**src/rtl/rtcv_pkg.sv**
```systemverilog
// shared constants, types and calendar helpers for the calendar value block
package rtcv_pkg;

    ////////////////////////////////////////////////////////////////////////////////
    // reference clock and calibration
    localparam int unsigned REF_HZ = 32768;
    localparam int unsigned CAL_STEP = 4;
    localparam int unsigned CAL_SHIFT = $clog2(CAL_STEP);

    ////////////////////////////////////////////////////////////////////////////////
    // register selector codes on the register port
    typedef logic [1:0] rtcv_sel_t;
    typedef logic [15:0] rtcv_word_t;
    localparam rtcv_sel_t SEL_CONFIG = 2'h0;
    localparam rtcv_sel_t SEL_VALUE_WIN = 2'h1;
    localparam rtcv_sel_t SEL_ALARM_WIN = 2'h2;
    localparam rtcv_sel_t SEL_ALARM_PTR = 2'h3;

    // window pointer codes
    localparam logic [1:0] PTR_MIN_SEC = 2'h0;
    localparam logic [1:0] PTR_WKDY_HOUR = 2'h1;
    localparam logic [1:0] PTR_MONTH_DAY = 2'h2;
    localparam logic [1:0] PTR_YEAR = 2'h3;
    localparam logic [1:0] PTR_RESET = 2'h0;

    ////////////////////////////////////////////////////////////////////////////////
    // configuration / trim register layout
    localparam int unsigned CFG_ENABLE_BIT = 15;
    localparam int unsigned CFG_UNLOCK_BIT = 13;
    localparam int unsigned CFG_HALF_BIT = 11;
    localparam int unsigned CFG_PTR_LSB = 8;
    localparam int unsigned CFG_TRIM_LSB = 0;
    localparam int unsigned ALARM_PTR_LSB = 8;
    localparam rtcv_word_t CFG_RESET = 16'h0000;
    localparam rtcv_word_t VALUE_RESET = 16'h0000;

    ////////////////////////////////////////////////////////////////////////////////
    // implemented bits of each value register
    localparam rtcv_word_t YEAR_MASK = 16'h00ff;
    localparam rtcv_word_t MONTH_DAY_MASK = 16'h1f3f;
    localparam rtcv_word_t WKDY_HOUR_MASK = 16'h073f;
    localparam rtcv_word_t MIN_SEC_MASK = 16'h7f7f;

    // digit field positions
    localparam int unsigned SEC_LSB = 0;
    localparam int unsigned MIN_LSB = 8;
    localparam int unsigned HOUR_LSB = 0;
    localparam int unsigned WEEKDAY_CODE_LSB = 8;
    localparam int unsigned DAY_LSB = 0;
    localparam int unsigned MONTH_LSB = 8;
    localparam int unsigned YEAR_LSB = 0;

    // packed decimal limits
    localparam logic [7:0] SEC_LAST = 8'h59;
    localparam logic [7:0] MIN_LAST = 8'h59;
    localparam logic [7:0] HOUR_LAST = 8'h23;
    localparam logic [7:0] MONTH_LAST = 8'h12;
    localparam logic [7:0] YEAR_LAST = 8'h99;
    localparam logic [7:0] BCD_ZERO = 8'h00;
    localparam logic [7:0] BCD_ONE = 8'h01;
    localparam logic [2:0] WEEKDAY_CODE_LAST = 3'h6;

    ////////////////////////////////////////////////////////////////////////////////
    // two-digit decimal step: {carry, next value}; wraps from last to first
    function automatic logic [8:0] rtcv_bcd_step(input logic [7:0] v, input logic [7:0] last,
                                                 input logic [7:0] first);
        logic [8:0] r;
        r = {1'b0, v};
        if (v == last) begin
            r = {1'b1, first};
        end else if (v[3:0] >= 4'h9) begin
            r = {1'b0, v[7:4] + 4'h1, 4'h0};
        end else begin
            r = {1'b0, v[7:4], v[3:0] + 4'h1};
        end
        return r;
    endfunction

    // last day of a month; leap rule is every fourth year of the century
    function automatic logic [7:0] rtcv_month_last(input logic [7:0] month,
                                                   input logic [7:0] year);
        logic leap;
        logic [7:0] r;
        leap = (!year[4] && (year[3:0] == 4'h0 || year[3:0] == 4'h4 || year[3:0] == 4'h8))
            || (year[4] && (year[3:0] == 4'h2 || year[3:0] == 4'h6));
        r = 8'h31;
        if (month == 8'h02) begin
            r = leap ? 8'h29 : 8'h28;
        end else if (month == 8'h04 || month == 8'h06 || month == 8'h09 || month == 8'h11) begin
            r = 8'h30;
        end
        return r;
    endfunction

    // byte-lane and field-masked write merge
    function automatic rtcv_word_t rtcv_merge(input rtcv_word_t old, input rtcv_word_t wdata,
                                              input logic [1:0] be, input rtcv_word_t fmask);
        rtcv_word_t m;
        m = {{8{be[1]}}, {8{be[0]}}} & fmask;
        return (old & ~m & fmask) | (wdata & m);
    endfunction

endpackage

```
**src/rtl/rtcv_tick_if.sv**
```systemverilog
// signals between the register/calendar logic and the reference prescaler
`timescale 1ns/1ns
interface rtcv_tick_if;
    logic enable;
    logic restart;
    logic at_minute_end;
    logic [7:0] trim;
    logic sec_tick;
    logic half_tick;

    modport ctrl (output enable, output restart, output at_minute_end, output trim,
                  input sec_tick, input half_tick);
    modport timer (input enable, input restart, input at_minute_end, input trim,
                   output sec_tick, output half_tick);
endinterface

```
**src/rtl/rtcv_prescale.sv**
```systemverilog
// reference clock prescaler with once-a-minute drift trim
`timescale 1ns/1ns
module rtcv_prescale #(
    parameter int unsigned REF_HZ = rtcv_pkg::REF_HZ
) (
    input wire logic i_clk,
    input wire logic i_rst,
    input wire logic i_ref_clk,
    rtcv_tick_if.timer tick
);
    import rtcv_pkg::*;

    localparam int unsigned PW = $clog2(REF_HZ) + 2;
    localparam logic signed [PW-1:0] TOP = PW'(REF_HZ - 1);
    localparam logic signed [PW-1:0] HALF_M1 = PW'(REF_HZ / 2 - 1);

    typedef struct packed {
        logic sync1;
        logic sync2;
        logic sync3;
        logic signed [PW-1:0] pre;
        logic sec;
        logic half;
    } rtcv_pre_s;

    rtcv_pre_s q_r;
    rtcv_pre_s q_nxt;
    logic signed [PW-1:0] trim_cnt;

    // trim scaled by four, sign extended; negative start lengthens the second
    assign trim_cnt = {{(PW - 8 - CAL_SHIFT){tick.trim[7]}}, tick.trim, {CAL_SHIFT{1'b0}}};

    ////////////////////////////////////////////////////////////////////////////////
    // sync the crystal, count its rising edges
    always_comb begin
        q_nxt = q_r;
        q_nxt.sync1 = i_ref_clk;
        q_nxt.sync2 = q_r.sync1;
        q_nxt.sync3 = q_r.sync2;
        q_nxt.sec = 1'b0;
        q_nxt.half = 1'b0;
        if (tick.restart) begin
            q_nxt.pre = '0;
        end else if (tick.enable && q_r.sync2 && !q_r.sync3) begin
            if (q_r.pre >= TOP) begin
                q_nxt.sec = 1'b1;
                // start of a new minute picks up the trim offset
                q_nxt.pre = tick.at_minute_end ? trim_cnt : '0;
            end else begin
                q_nxt.pre = q_r.pre + PW'(1);
                q_nxt.half = (q_r.pre == HALF_M1);
            end
        end
    end

    always_ff @(posedge i_clk) begin
        if (i_rst) begin
            q_r <= '0;
        end else begin
            q_r <= q_nxt;
        end
    end

    assign tick.sec_tick = q_r.sec;
    assign tick.half_tick = q_r.half;

endmodule

```
**src/rtl/rtcv_calendar.sv**
```systemverilog
// calendar, alarm value registers and drift-trim control behind a pointer window
//
// How it works
// - year holds tens digit in bits 7-4, ones in 3-0, each 0-9
// - unimplemented upper value bits always read as zero
// - year writes taken only while write unlock is set
// - month/day: month tens bit 12, ones 11-8, day tens 5-4, ones 3-0
// - weekday 0-6 in bits 10-8, hour tens 5-4, hour ones 3-0
// - minute tens 14-12, minute ones 11-8, second tens 6-4, ones 3-0
// - month/day and weekday/hour writes need write unlock set
// - time fields advance by hardware, read and written by software
// - alarm registers share time digit layout, plain storage
// - alarm month/day and weekday/hour writes need write unlock set
// - signed eight-bit trim times four pulses applied once per minute
// - positive trim adds pulses, negative removes, four per step
// - window pointer picks register, counts down on any read or high-byte write, stops at 00
// - half-second flag clears when minutes/seconds low byte is written
`timescale 1ns/1ns
module rtcv_calendar (
    input wire logic i_clk,
    input wire logic i_rst,
    input wire logic i_ref_clk,
    input wire rtcv_pkg::rtcv_sel_t i_reg_sel,
    input wire logic i_reg_rd,
    input wire logic i_reg_wr,
    input wire logic [1:0] i_reg_be,
    input wire rtcv_pkg::rtcv_word_t i_reg_wdata,
    output rtcv_pkg::rtcv_word_t o_reg_rdata,
    output logic o_half_second,
    output logic o_second_pulse
);
    import rtcv_pkg::*;

    typedef struct packed {
        rtcv_word_t year;
        rtcv_word_t month_day;
        rtcv_word_t wkdy_hour;
        rtcv_word_t min_sec;
        rtcv_word_t al_month_day;
        rtcv_word_t al_wkdy_hour;
        rtcv_word_t al_min_sec;
        logic timer_enable;
        logic value_write_unlock;
        logic half_second_flag;
        logic [1:0] value_window_pointer;
        logic [1:0] alarm_window_pointer;
        logic [7:0] trim;
        rtcv_word_t rdata;
        logic sec_pulse;
    } rtcv_regs_s;

    rtcv_regs_s q_r;
    rtcv_regs_s q_nxt;

    rtcv_tick_if tk ();

    logic cfg_wr;
    logic win_wr;
    logic win_rd;
    logic al_wr;
    logic al_rd;
    logic aptr_wr;
    logic sec_low_wr;
    rtcv_word_t cfg_word;

    ////////////////////////////////////////////////////////////////////////////////
    // register port decode
    always_comb begin
        cfg_wr = 1'b0;
        win_wr = 1'b0;
        win_rd = 1'b0;
        al_wr = 1'b0;
        al_rd = 1'b0;
        aptr_wr = 1'b0;
        if (i_reg_sel == SEL_CONFIG) begin
            cfg_wr = i_reg_wr;
        end else if (i_reg_sel == SEL_VALUE_WIN) begin
            win_wr = i_reg_wr;
            win_rd = i_reg_rd;
        end else if (i_reg_sel == SEL_ALARM_WIN) begin
            al_wr = i_reg_wr;
            al_rd = i_reg_rd;
        end else begin
            aptr_wr = i_reg_wr;
        end
    end

    // any write attempt to the seconds byte clears the half flag and realigns the prescaler
    assign sec_low_wr = win_wr && i_reg_be[0] && (q_r.value_window_pointer == PTR_MIN_SEC);

    // configuration word as software sees it; unnamed bits read zero
    always_comb begin
        cfg_word = CFG_RESET;
        cfg_word[CFG_ENABLE_BIT] = q_r.timer_enable;
        cfg_word[CFG_UNLOCK_BIT] = q_r.value_write_unlock;
        cfg_word[CFG_HALF_BIT] = q_r.half_second_flag;
        cfg_word[CFG_PTR_LSB +: 2] = q_r.value_window_pointer;
        cfg_word[CFG_TRIM_LSB +: 8] = q_r.trim;
    end

    ////////////////////////////////////////////////////////////////////////////////
    // prescaler link
    assign tk.enable = q_r.timer_enable;
    assign tk.trim = q_r.trim;
    assign tk.restart = sec_low_wr;
    assign tk.at_minute_end = (q_r.min_sec[SEC_LSB +: 7] == SEC_LAST[6:0]);

    rtcv_prescale #(
        .REF_HZ(REF_HZ)
    ) u_prescale (
        .i_clk(i_clk),
        .i_rst(i_rst),
        .i_ref_clk(i_ref_clk),
        .tick(tk)
    );

    ////////////////////////////////////////////////////////////////////////////////
    // next state: calendar advance, then software writes on top
    always_comb begin
        logic [8:0] st_sec;
        logic [8:0] st_min;
        logic [8:0] st_hour;
        logic [8:0] st_day;
        logic [8:0] st_month;
        logic [8:0] st_year;
        st_sec = '0;
        st_min = '0;
        st_hour = '0;
        st_day = '0;
        st_month = '0;
        st_year = '0;
        q_nxt = q_r;
        q_nxt.sec_pulse = tk.sec_tick;

        // ripple carry from seconds up to the year
        if (tk.sec_tick) begin
            st_sec = rtcv_bcd_step({1'b0, q_r.min_sec[SEC_LSB +: 7]}, SEC_LAST, BCD_ZERO);
            q_nxt.min_sec[SEC_LSB +: 7] = st_sec[6:0];
            if (st_sec[8]) begin
                st_min = rtcv_bcd_step({1'b0, q_r.min_sec[MIN_LSB +: 7]}, MIN_LAST, BCD_ZERO);
                q_nxt.min_sec[MIN_LSB +: 7] = st_min[6:0];
            end
            if (st_sec[8] && st_min[8]) begin
                st_hour = rtcv_bcd_step({2'b00, q_r.wkdy_hour[HOUR_LSB +: 6]}, HOUR_LAST,
                                        BCD_ZERO);
                q_nxt.wkdy_hour[HOUR_LSB +: 6] = st_hour[5:0];
            end
            if (st_sec[8] && st_min[8] && st_hour[8]) begin
                // weekday counts 0..6 and wraps
                if (q_r.wkdy_hour[WEEKDAY_CODE_LSB +: 3] >= WEEKDAY_CODE_LAST) begin
                    q_nxt.wkdy_hour[WEEKDAY_CODE_LSB +: 3] = 3'h0;
                end else begin
                    q_nxt.wkdy_hour[WEEKDAY_CODE_LSB +: 3] = q_r.wkdy_hour[WEEKDAY_CODE_LSB +: 3] + 3'h1;
                end
                st_day = rtcv_bcd_step({2'b00, q_r.month_day[DAY_LSB +: 6]},
                                       rtcv_month_last({3'b000, q_r.month_day[MONTH_LSB +: 5]},
                                                       q_r.year[YEAR_LSB +: 8]),
                                       BCD_ONE);
                q_nxt.month_day[DAY_LSB +: 6] = st_day[5:0];
            end
            if (st_sec[8] && st_min[8] && st_hour[8] && st_day[8]) begin
                st_month = rtcv_bcd_step({3'b000, q_r.month_day[MONTH_LSB +: 5]}, MONTH_LAST,
                                         BCD_ONE);
                q_nxt.month_day[MONTH_LSB +: 5] = st_month[4:0];
            end
            if (st_sec[8] && st_min[8] && st_hour[8] && st_day[8] && st_month[8]) begin
                st_year = rtcv_bcd_step(q_r.year[YEAR_LSB +: 8], YEAR_LAST, BCD_ZERO);
                q_nxt.year[YEAR_LSB +: 8] = st_year[7:0];
            end
        end

        // half-second flag: the set wins over a clear in the same cycle
        if (tk.sec_tick || sec_low_wr) begin
            q_nxt.half_second_flag = 1'b0;
        end
        if (tk.half_tick) begin
            q_nxt.half_second_flag = 1'b1;
        end

        // configuration writes; enable changes only once unlocked
        if (cfg_wr) begin
            if (i_reg_be[0]) begin
                q_nxt.trim = i_reg_wdata[CFG_TRIM_LSB +: 8];
            end
            if (i_reg_be[1]) begin
                q_nxt.value_write_unlock = i_reg_wdata[CFG_UNLOCK_BIT];
                q_nxt.value_window_pointer = i_reg_wdata[CFG_PTR_LSB +: 2];
                if (q_r.value_write_unlock) begin
                    q_nxt.timer_enable = i_reg_wdata[CFG_ENABLE_BIT];
                end
            end
        end
        if (aptr_wr && i_reg_be[1]) begin
            q_nxt.alarm_window_pointer = i_reg_wdata[ALARM_PTR_LSB +: 2];
        end

        // time window writes, all locked without unlock; a write beats the tick
        if (win_wr && q_r.value_write_unlock) begin
            if (q_r.value_window_pointer == PTR_YEAR) begin
                q_nxt.year = rtcv_merge(q_nxt.year, i_reg_wdata, i_reg_be, YEAR_MASK);
            end else if (q_r.value_window_pointer == PTR_MONTH_DAY) begin
                q_nxt.month_day = rtcv_merge(q_nxt.month_day, i_reg_wdata, i_reg_be,
                                             MONTH_DAY_MASK);
            end else if (q_r.value_window_pointer == PTR_WKDY_HOUR) begin
                q_nxt.wkdy_hour = rtcv_merge(q_nxt.wkdy_hour, i_reg_wdata, i_reg_be,
                                             WKDY_HOUR_MASK);
            end else begin
                q_nxt.min_sec = rtcv_merge(q_nxt.min_sec, i_reg_wdata, i_reg_be,
                                           MIN_SEC_MASK);
            end
        end

        // alarm window writes; only the upper two need unlock
        if (al_wr) begin
            if (q_r.alarm_window_pointer == PTR_MIN_SEC) begin
                q_nxt.al_min_sec = rtcv_merge(q_r.al_min_sec, i_reg_wdata, i_reg_be,
                                              MIN_SEC_MASK);
            end else if (q_r.alarm_window_pointer == PTR_WKDY_HOUR && q_r.value_write_unlock) begin
                q_nxt.al_wkdy_hour = rtcv_merge(q_r.al_wkdy_hour, i_reg_wdata, i_reg_be,
                                                WKDY_HOUR_MASK);
            end else if (q_r.alarm_window_pointer == PTR_MONTH_DAY && q_r.value_write_unlock) begin
                q_nxt.al_month_day = rtcv_merge(q_r.al_month_day, i_reg_wdata, i_reg_be,
                                                MONTH_DAY_MASK);
            end
        end

        // pointer steps down on any read or a high-byte write, stops at 00
        if ((win_rd || (win_wr && i_reg_be[1])) && q_r.value_window_pointer != PTR_MIN_SEC) begin
            q_nxt.value_window_pointer = q_r.value_window_pointer - 2'h1;
        end
        if ((al_rd || (al_wr && i_reg_be[1])) && q_r.alarm_window_pointer != PTR_MIN_SEC) begin
            q_nxt.alarm_window_pointer = q_r.alarm_window_pointer - 2'h1;
        end

        // read data registered; stored values never hold unimplemented bits
        if (i_reg_rd) begin
            q_nxt.rdata = VALUE_RESET;
            if (i_reg_sel == SEL_CONFIG) begin
                q_nxt.rdata = cfg_word;
            end else if (i_reg_sel == SEL_VALUE_WIN) begin
                if (q_r.value_window_pointer == PTR_YEAR) begin
                    q_nxt.rdata = q_r.year & YEAR_MASK;
                end else if (q_r.value_window_pointer == PTR_MONTH_DAY) begin
                    q_nxt.rdata = q_r.month_day & MONTH_DAY_MASK;
                end else if (q_r.value_window_pointer == PTR_WKDY_HOUR) begin
                    q_nxt.rdata = q_r.wkdy_hour & WKDY_HOUR_MASK;
                end else begin
                    q_nxt.rdata = q_r.min_sec & MIN_SEC_MASK;
                end
            end else if (i_reg_sel == SEL_ALARM_WIN) begin
                if (q_r.alarm_window_pointer == PTR_MONTH_DAY) begin
                    q_nxt.rdata = q_r.al_month_day;
                end else if (q_r.alarm_window_pointer == PTR_WKDY_HOUR) begin
                    q_nxt.rdata = q_r.al_wkdy_hour;
                end else if (q_r.alarm_window_pointer == PTR_MIN_SEC) begin
                    q_nxt.rdata = q_r.al_min_sec;
                end
            end else begin
                q_nxt.rdata[ALARM_PTR_LSB +: 2] = q_r.alarm_window_pointer;
            end
        end
    end

    ////////////////////////////////////////////////////////////////////////////////
    // state register; value registers clear too, which software may not rely on
    always_ff @(posedge i_clk) begin
        if (i_rst) begin
            q_r <= '0;
        end else begin
            q_r <= q_nxt;
        end
    end

    assign o_reg_rdata = q_r.rdata;
    assign o_half_second = q_r.half_second_flag;
    assign o_second_pulse = q_r.sec_pulse;

endmodule

```
**config.mk**
```make
export PLATFORM = sky130hd
export DESIGN_NAME = rtcv_calendar
export DESIGN_NICKNAME = d
export VERILOG_FILES = /design/src/rtl/rtcv_pkg.sv /design/src/rtl/rtcv_tick_if.sv /design/src/rtl/rtcv_prescale.sv /design/src/rtl/rtcv_calendar.sv
export SDC_FILE = /design/constraint.sdc
export NUM_CORES = 1
export LEC_CHECK = 0
export ABC_AREA = 0
export BUFFER_PORTS_ARGS = -buffer_cell sky130_fd_sc_hd__buf_2
export CAP_MARGIN = 20
export CORE_ASPECT_RATIO = 1.1
export CORE_MARGIN = 1
export CORE_UTILIZATION = 50
export DETAILED_ROUTE_END_ITERATION = 16
export GPL_ROUTABILITY_DRIVEN = 0
export PLACE_DENSITY = 0.73
export SKIP_CTS_REPAIR_TIMING = 1
export SLEW_MARGIN = 10
export SYNTH_ARGS = -nofsm -noshare
export SYNTH_HDL_FRONTEND = slang
export SYNTH_SLANG_ARGS = --single-unit
```
**constraint.sdc**
```tcl
create_clock -name i_clk -period 2.4 [get_ports i_clk]
set_input_delay 0.36 -clock i_clk [delete_from_list [all_inputs] [get_ports i_clk]]
set_output_delay 0.36 -clock i_clk [all_outputs]
set_load 0.005 [all_outputs]
```
==> results.sh, run 1 <==
export IMPL_drt_pass1_iterations=6
export IMPL_leakage_uw=0.00343
export IMPL_grt_util_met1_pct=38.4
export IMPL_clock_latency_ps=430
export IMPL_cpLargestDelayFamily="simple AND/OR/NAND/NOR gates"
export IMPL_rsz0062_at_grt="true"
export IMPL_syn_nets=1066
export IMPL_synthArstFlopShare_pct=0
export IMPL_dominantRegCellSynth="dfxtp_1"
export IMPL_final_setup_worst_slack_ps=108
export IMPL_drt_iter0_markers=634
export IMPL_cts_sink_count=130
export IMPL_clkTransAtPathRegs_ps=60
export IMPL_dp_final_hpwl_um=16400
export IMPL_grt_usage_pct=29.4
export IMPL_vdd_drop_max_mv=0.514
export IMPL_grt_pass1_vias=7091
export IMPL_core_um2=15200
export IMPL_clock_skew_ps=11.5
export IMPL_synthCells=1003
export IMPL_max_freq_mhz=436
export IMPL_path_buf_inv=3
export IMPL_crit_type="register to register"
export IMPL_die_area_um2=16100
export IMPL_htree_levels=4
export IMPL_worstPathRequired_ps=2730
export IMPL_initial_core_util_pct=51.5
export IMPL_p_per_area_nw_per_um2=563
export IMPL_vias_per_cell=6.19
export IMPL_path_cells="inv_1 > ha_1 > nor4b_4 > buf_4 > mux2i_2 > or2_4 > nor2_1 > buf_4 > nand4_1 > a311oi_2"
export IMPL_worst_pin_slew_ps=956
export IMPL_drc=0
export IMPL_seq_area_frac_synth_pct=33.3
export IMPL_max_cap_violations=0
export IMPL_timing_hold_ws_ps=168
export IMPL_yosysWarnings=0
export IMPL_rr_startpoint="q_r[120]"
export IMPL_mostFrequentLayoutCells="dfxtp_1, nand2_1, nor2_1"
export IMPL_avgSynthCellArea_um2=7.79
export IMPL_io_buffer_count=42
export IMPL_wire_per_inst_um=18.4
export IMPL_layout_min_cycle_time_ps=2290
export IMPL_ant_nets=0
export IMPL_area_delta_synth_final_pct=15.6
export IMPL_antenna_found_initial=0
export IMPL_io_pins=43
export IMPL_final_area_um2=9030
export IMPL_hold_viol=0
export IMPL_cts_tree="done"
export IMPL_slew_viol_final=0
export IMPL_multiInputGateArea_um2=4780
export IMPL_worstPathArrival_ps=2620
export IMPL_crit_start="q_r[120]"
export IMPL_ff_latch_area_um2=2600
export IMPL_clockRootBuffer="clkbuf_16"
export IMPL_die_x_um=121
export IMPL_diodes=0
export IMPL_cts_buffers=17
export IMPL_dp_slack_ps=22.9
export IMPL_place_area_um2=8350
export IMPL_setup_tns_ps=0
export IMPL_clockBufferDepth=2
export IMPL_wl_um=23100
export IMPL_rows=47
export IMPL_worstPathMaxFanout=11
export IMPL_synth_cell_types=74
export IMPL_final_common_cell="dfxtp_1"
export IMPL_fp_dieH_um=133
export IMPL_slowest_stage="dfxtp_1"
export IMPL_grt_first_pass_wirelength_um=36900
export IMPL_setup_viol=0
export IMPL_nets=1112
export IMPL_num_vias=7769
export IMPL_num_fill_cells=1375
export IMPL_drive_gt1_share_pct=14.9
export IMPL_cpMostUsedCell="buf_4"
export IMPL_ys_ff_latch=130
export IMPL_cpPeakStageDelay_ps=360
export IMPL_grt_max_degree=64
export IMPL_hold_path_class="primary input to register"
export IMPL_synth_edff_count=0
export IMPL_finalCritPeriodShare_pct=95.5
export IMPL_start_kind="register"
export IMPL_min_from="i_reg_wdata[15]"
export IMPL_netlist_area_um2=7810
export IMPL_endpoint_kind="register"
export IMPL_grt_overflow_total=0
export IMPL_busiest_layer="met2"
export IMPL_outcome="completed"
export IMPL_met2_usage_pct=46.8
export IMPL_met3_usage_pct=5.13
export IMPL_relSlewSlack_pct=35.8
## cells in the mapped netlist (9+ instances only)
master,number,share of area [%]
a211oi_1,23,2.2
a21oi_1,87,5.6
a22oi_1,9,0.87
a31oi_1,12,0.96
and3_1,19,1.5
buf_4,16,1.5
clkbuf_1,49,2.4
dfxtp_1,130,33
ha_1,38,6.1
inv_1,32,1.5
mux2i_1,36,4.6
nand2_1,112,5.4
nand2b_1,11,0.88
nand3_1,51,3.3
nand4_1,9,0.72
nor2_1,102,4.9
nor3_1,29,1.9
o211a_1,11,1.4
o211ai_1,9,0.87
o21ai_0,62,4.0
## logic make-up (layout without fill, tap and decap cells)
family | count (synthesis) | after routing | share of synthesized area (%)
AND/OR/NAND/NOR | 390 | 390 | 24.3
flip-flops | 130 | 130 | 33.3
XOR/XNOR | 4 | 4 | 0.449
AO/OA/AOI/OAI | 291 | 291 | 24.7
multiplexers | 36 | 36 | 4.61
adder cells (fa/ha/maj) | 38 | 38 | 6.09
buffers and inverters | 114 | 171 | 6.55
## metal layers
metal / vias to the layer above / share of wire [%]
met2: 336 / 46
li1: 3740 / -
met3: 66 / 7.8
met4: 0 / 3.3
met5: - / 0
met1: 3627 / 43
## worst reg2reg max path, cell delays in order (launching register included)
cell      delay, ps
dfxtp_1         360
inv_1            80
ha_1            240
nor4b_4         150
buf_4           160
mux2i_2         160
or2_4           320
nor2_1          150
buf_4           160
nand4_1         120
a311oi_2        300
## layout make-up
class / instances / area share (%)
multi-input cells: 759 / 53.0
clock inverters: 13 / 1.52
inverters: 33 / 1.37
clock buffers: 17 / 4.71
repair buffers: 108 / 7.85
well taps: 196 / 2.72
flip-flops and latches: 130 / 28.8
## through the flow
step | instances | power [uW] | utilization, %
2_1_floorplan | 1003 | 2460 | -
3_3_place_gp | 1220 | 2580 | 55.0
3_5_place_dp | 1220 | 2580 | 55.0
4_1_cts | 1250 | 5100 | 58.7
5_1_grt | 1256 | 5230 | 59.5
6_report | 1256 | 5080 | 59.5
## power by group
group | switching, uW | leakage (uW) | internal, uW
sequential | 17.9 | 0.00105 | 2190
clock | 1020 | 0.000271 | 1510
combinational | 228 | 0.00211 | 111
total | 1270 | 0.00343 | 3810
## path summary, 6_finish.rpt
kind / endpoint / slack (ps) / cells past startpoint
hold / removal: tk.enable / 170 / 3
hold reg to reg: register / 450 / 2
setup reg to reg: q_r[128] / 110 / 10
setup / recovery: q_r[128] / 110 / 10
(Power assumes the default switching activity.)
==> run 2, diff against run 1 <==
- CELL_PAD_IN_SITES_DETAIL_PLACEMENT: not set -> 1
- CELL_PAD_IN_SITES_GLOBAL_PLACEMENT: not set -> 1
- CORE_UTILIZATION: 50 -> 46
- CTS_BUF_LIST: not set -> sky130_fd_sc_hd__clkbuf_16
- PLACE_DENSITY: 0.73 -> 0.86
==> results.sh, run 2 (synthesis results as in run 1) <==
export IMPL_crit_type="register to register"
export IMPL_final_common_cell="dfxtp_1"
export IMPL_place_area_um2=8400
export IMPL_dp_final_hpwl_um=19600
export IMPL_p_int_uw=3860
export IMPL_reg2reg_slack_ps=30
export IMPL_crit_start="u_prescale.q_r[2]"
export IMPL_io_pins=43
export IMPL_htree_levels=4
export IMPL_dp_cells=1232
export IMPL_num_vias=8204
export IMPL_diodes=0
export IMPL_start_kind="register"
export IMPL_wire_per_inst_um=22.4
export IMPL_clkTransAtPathRegs_ps=60
export IMPL_worstPathMaxFanout=7
export IMPL_setup_viol=0
export IMPL_worstPathArrival_ps=2690
export IMPL_relSlewSlack_pct=30.4
export IMPL_rows=49
export IMPL_setup_tns_ps=0
export IMPL_vdd_drop_max_mv=0.526
export IMPL_hold_path_class="primary input to register"
export IMPL_area_delta_synth_final_pct=16.9
export IMPL_num_fill_cells=2012
export IMPL_core_um2=16500
export IMPL_initial_core_util_pct=47.4
export IMPL_fin_cells=1268
export IMPL_power_switching_uw=1390
export IMPL_grt_overflow_total=0
export IMPL_layout_min_cycle_time_ps=2370
export IMPL_nets=1114
export IMPL_power_frac_clock_pct=51.0
export IMPL_final_area_um2=9130
export IMPL_grt_usage_pct=32.9
export IMPL_cts_buffers=17
export IMPL_outcome="completed"
export IMPL_leakage_uw=0.00352
export IMPL_vias_per_cell=6.47
export IMPL_final_setup_worst_slack_ps=28.0
export IMPL_antenna_found_initial=0
export IMPL_clockBufferDepth=2
export IMPL_finalCritPeriodShare_pct=98.8
export IMPL_cts_tree="done"
export IMPL_rr_startpoint="u_prescale.q_r[2]"
export IMPL_pwr_share_seq_pct=42.0
export IMPL_drc=0
export IMPL_r2r_end="u_prescale.q_r[4]"
export IMPL_endpoint_kind="register"
export IMPL_ant_nets=0
export IMPL_dp_slack_ps=-54.6
export IMPL_switching_share_pct=26.4
export IMPL_grt_max_degree=96
export IMPL_combPwrFrac_pct=7.0
export IMPL_slew_viol_final=0
export IMPL_clock_latency_ps=440
export IMPL_clock_skew_ps=9.77
export IMPL_drt_iter0_markers=597
export IMPL_hold_viol=0
export IMPL_p_per_area_nw_per_um2=575
export IMPL_worstPathRequired_ps=2720
export IMPL_worstSetupEndpoint="u_prescale.q_r[4]"
export IMPL_grt_pass1_vias=8450
export IMPL_worst_pin_slew_ps=1040
export IMPL_max_cap_violations=0
export IMPL_drive_gt1_share_pct=16.0
export IMPL_r2r_cells=9
export IMPL_wl_um=28400
export IMPL_max_freq_mhz=422
export IMPL_fp_dieH_um=139
export IMPL_die_area_um2=17500
export IMPL_mostFrequentLayoutCells="dfxtp_1, nand2_1, nor2_1"
export IMPL_drt_pass1_iterations=5
export IMPL_grt_first_pass_wirelength_um=45100
export IMPL_die_x_um=126
export IMPL_io_buffer_count=42
export IMPL_clockRootBuffer="clkbuf_16"
export IMPL_cts_sink_count=130
export IMPL_timing_hold_ws_ps=153
run 2: changes by cell type in the layout (fill, tap and decap cells not counted), sizes merged:
cell	before	now
clkinv	7	6
clkinvlp	3	0
buf	108	110
inv	34	40
run 2: how the worst min path moves through the flow:
stage,startpoint,to,slack (ps),depth (start not counted)
final,i_ref_clk,u_prescale.q_nxt[20],150,2
after global routing,i_ref_clk,u_prescale.q_nxt[20],170,2
after CTS,i_ref_clk,u_prescale.q_nxt[20],150,2
after detailed placement,u_prescale.tick.half_tick,o_half_second,450,1
after global placement,u_prescale.tick.half_tick,o_half_second,430,1
after floorplan,u_prescale.q_nxt[20],u_prescale.q_nxt[19],410,1
run 2: power groups by stage:
stage	Sequential, uW	Combinational, uW	Clock, uW
global route	2210	389	2790
CTS	2210	353	2690
detailed placement	2250	347	0
floorplan	2240	214	0
finish	2210	367	2680
global placement	2250	338	0
run 2: layout make-up:
type / instances / area, um^2 / area share [%]
inverter: 33 / 124 / 1.36
tap: 204 / 255 / 2.80
clock inverter: 15 / 169 / 1.85
multi-input combinational: 759 / 4810 / 52.7
sequential: 130 / 2610 / 28.5
timing repair buffer: 110 / 739 / 8.10
clock buffer: 17 / 425 / 4.66
run 2: per-stage QoR:
step                power (uW)  util, %
floorplan                 2460        -
global placement          2590     50.9
detailed placement        2600     50.9
CTS                       5250     54.5
global route              5390     55.4
finish                    5250     55.4
run 2: routing by layer:
| metal | part of all wire, % | up-vias | global-route usage, % |
|---|---|---|---|
| met5 | 0 | - | 0 |
| met4 | 4.5 | 0 | 18.8 |
| met3 | 5.1 | 98 | 4.94 |
| met2 | 49 | 294 | 55.6 |
| met1 | 41 | 4071 | 39.7 |
| li1 | - | 3741 | - |
run 2: worst max-delay path, cell delays in order (launching register included):
cell	delay (ps)
dfxtp_2	350
ha_2	200
and3_2	250
o211ai_1	390
o41a_1	250
buf_6	170
nor3_4	60
buf_4	150
a32o_1	220
a32o_1	220
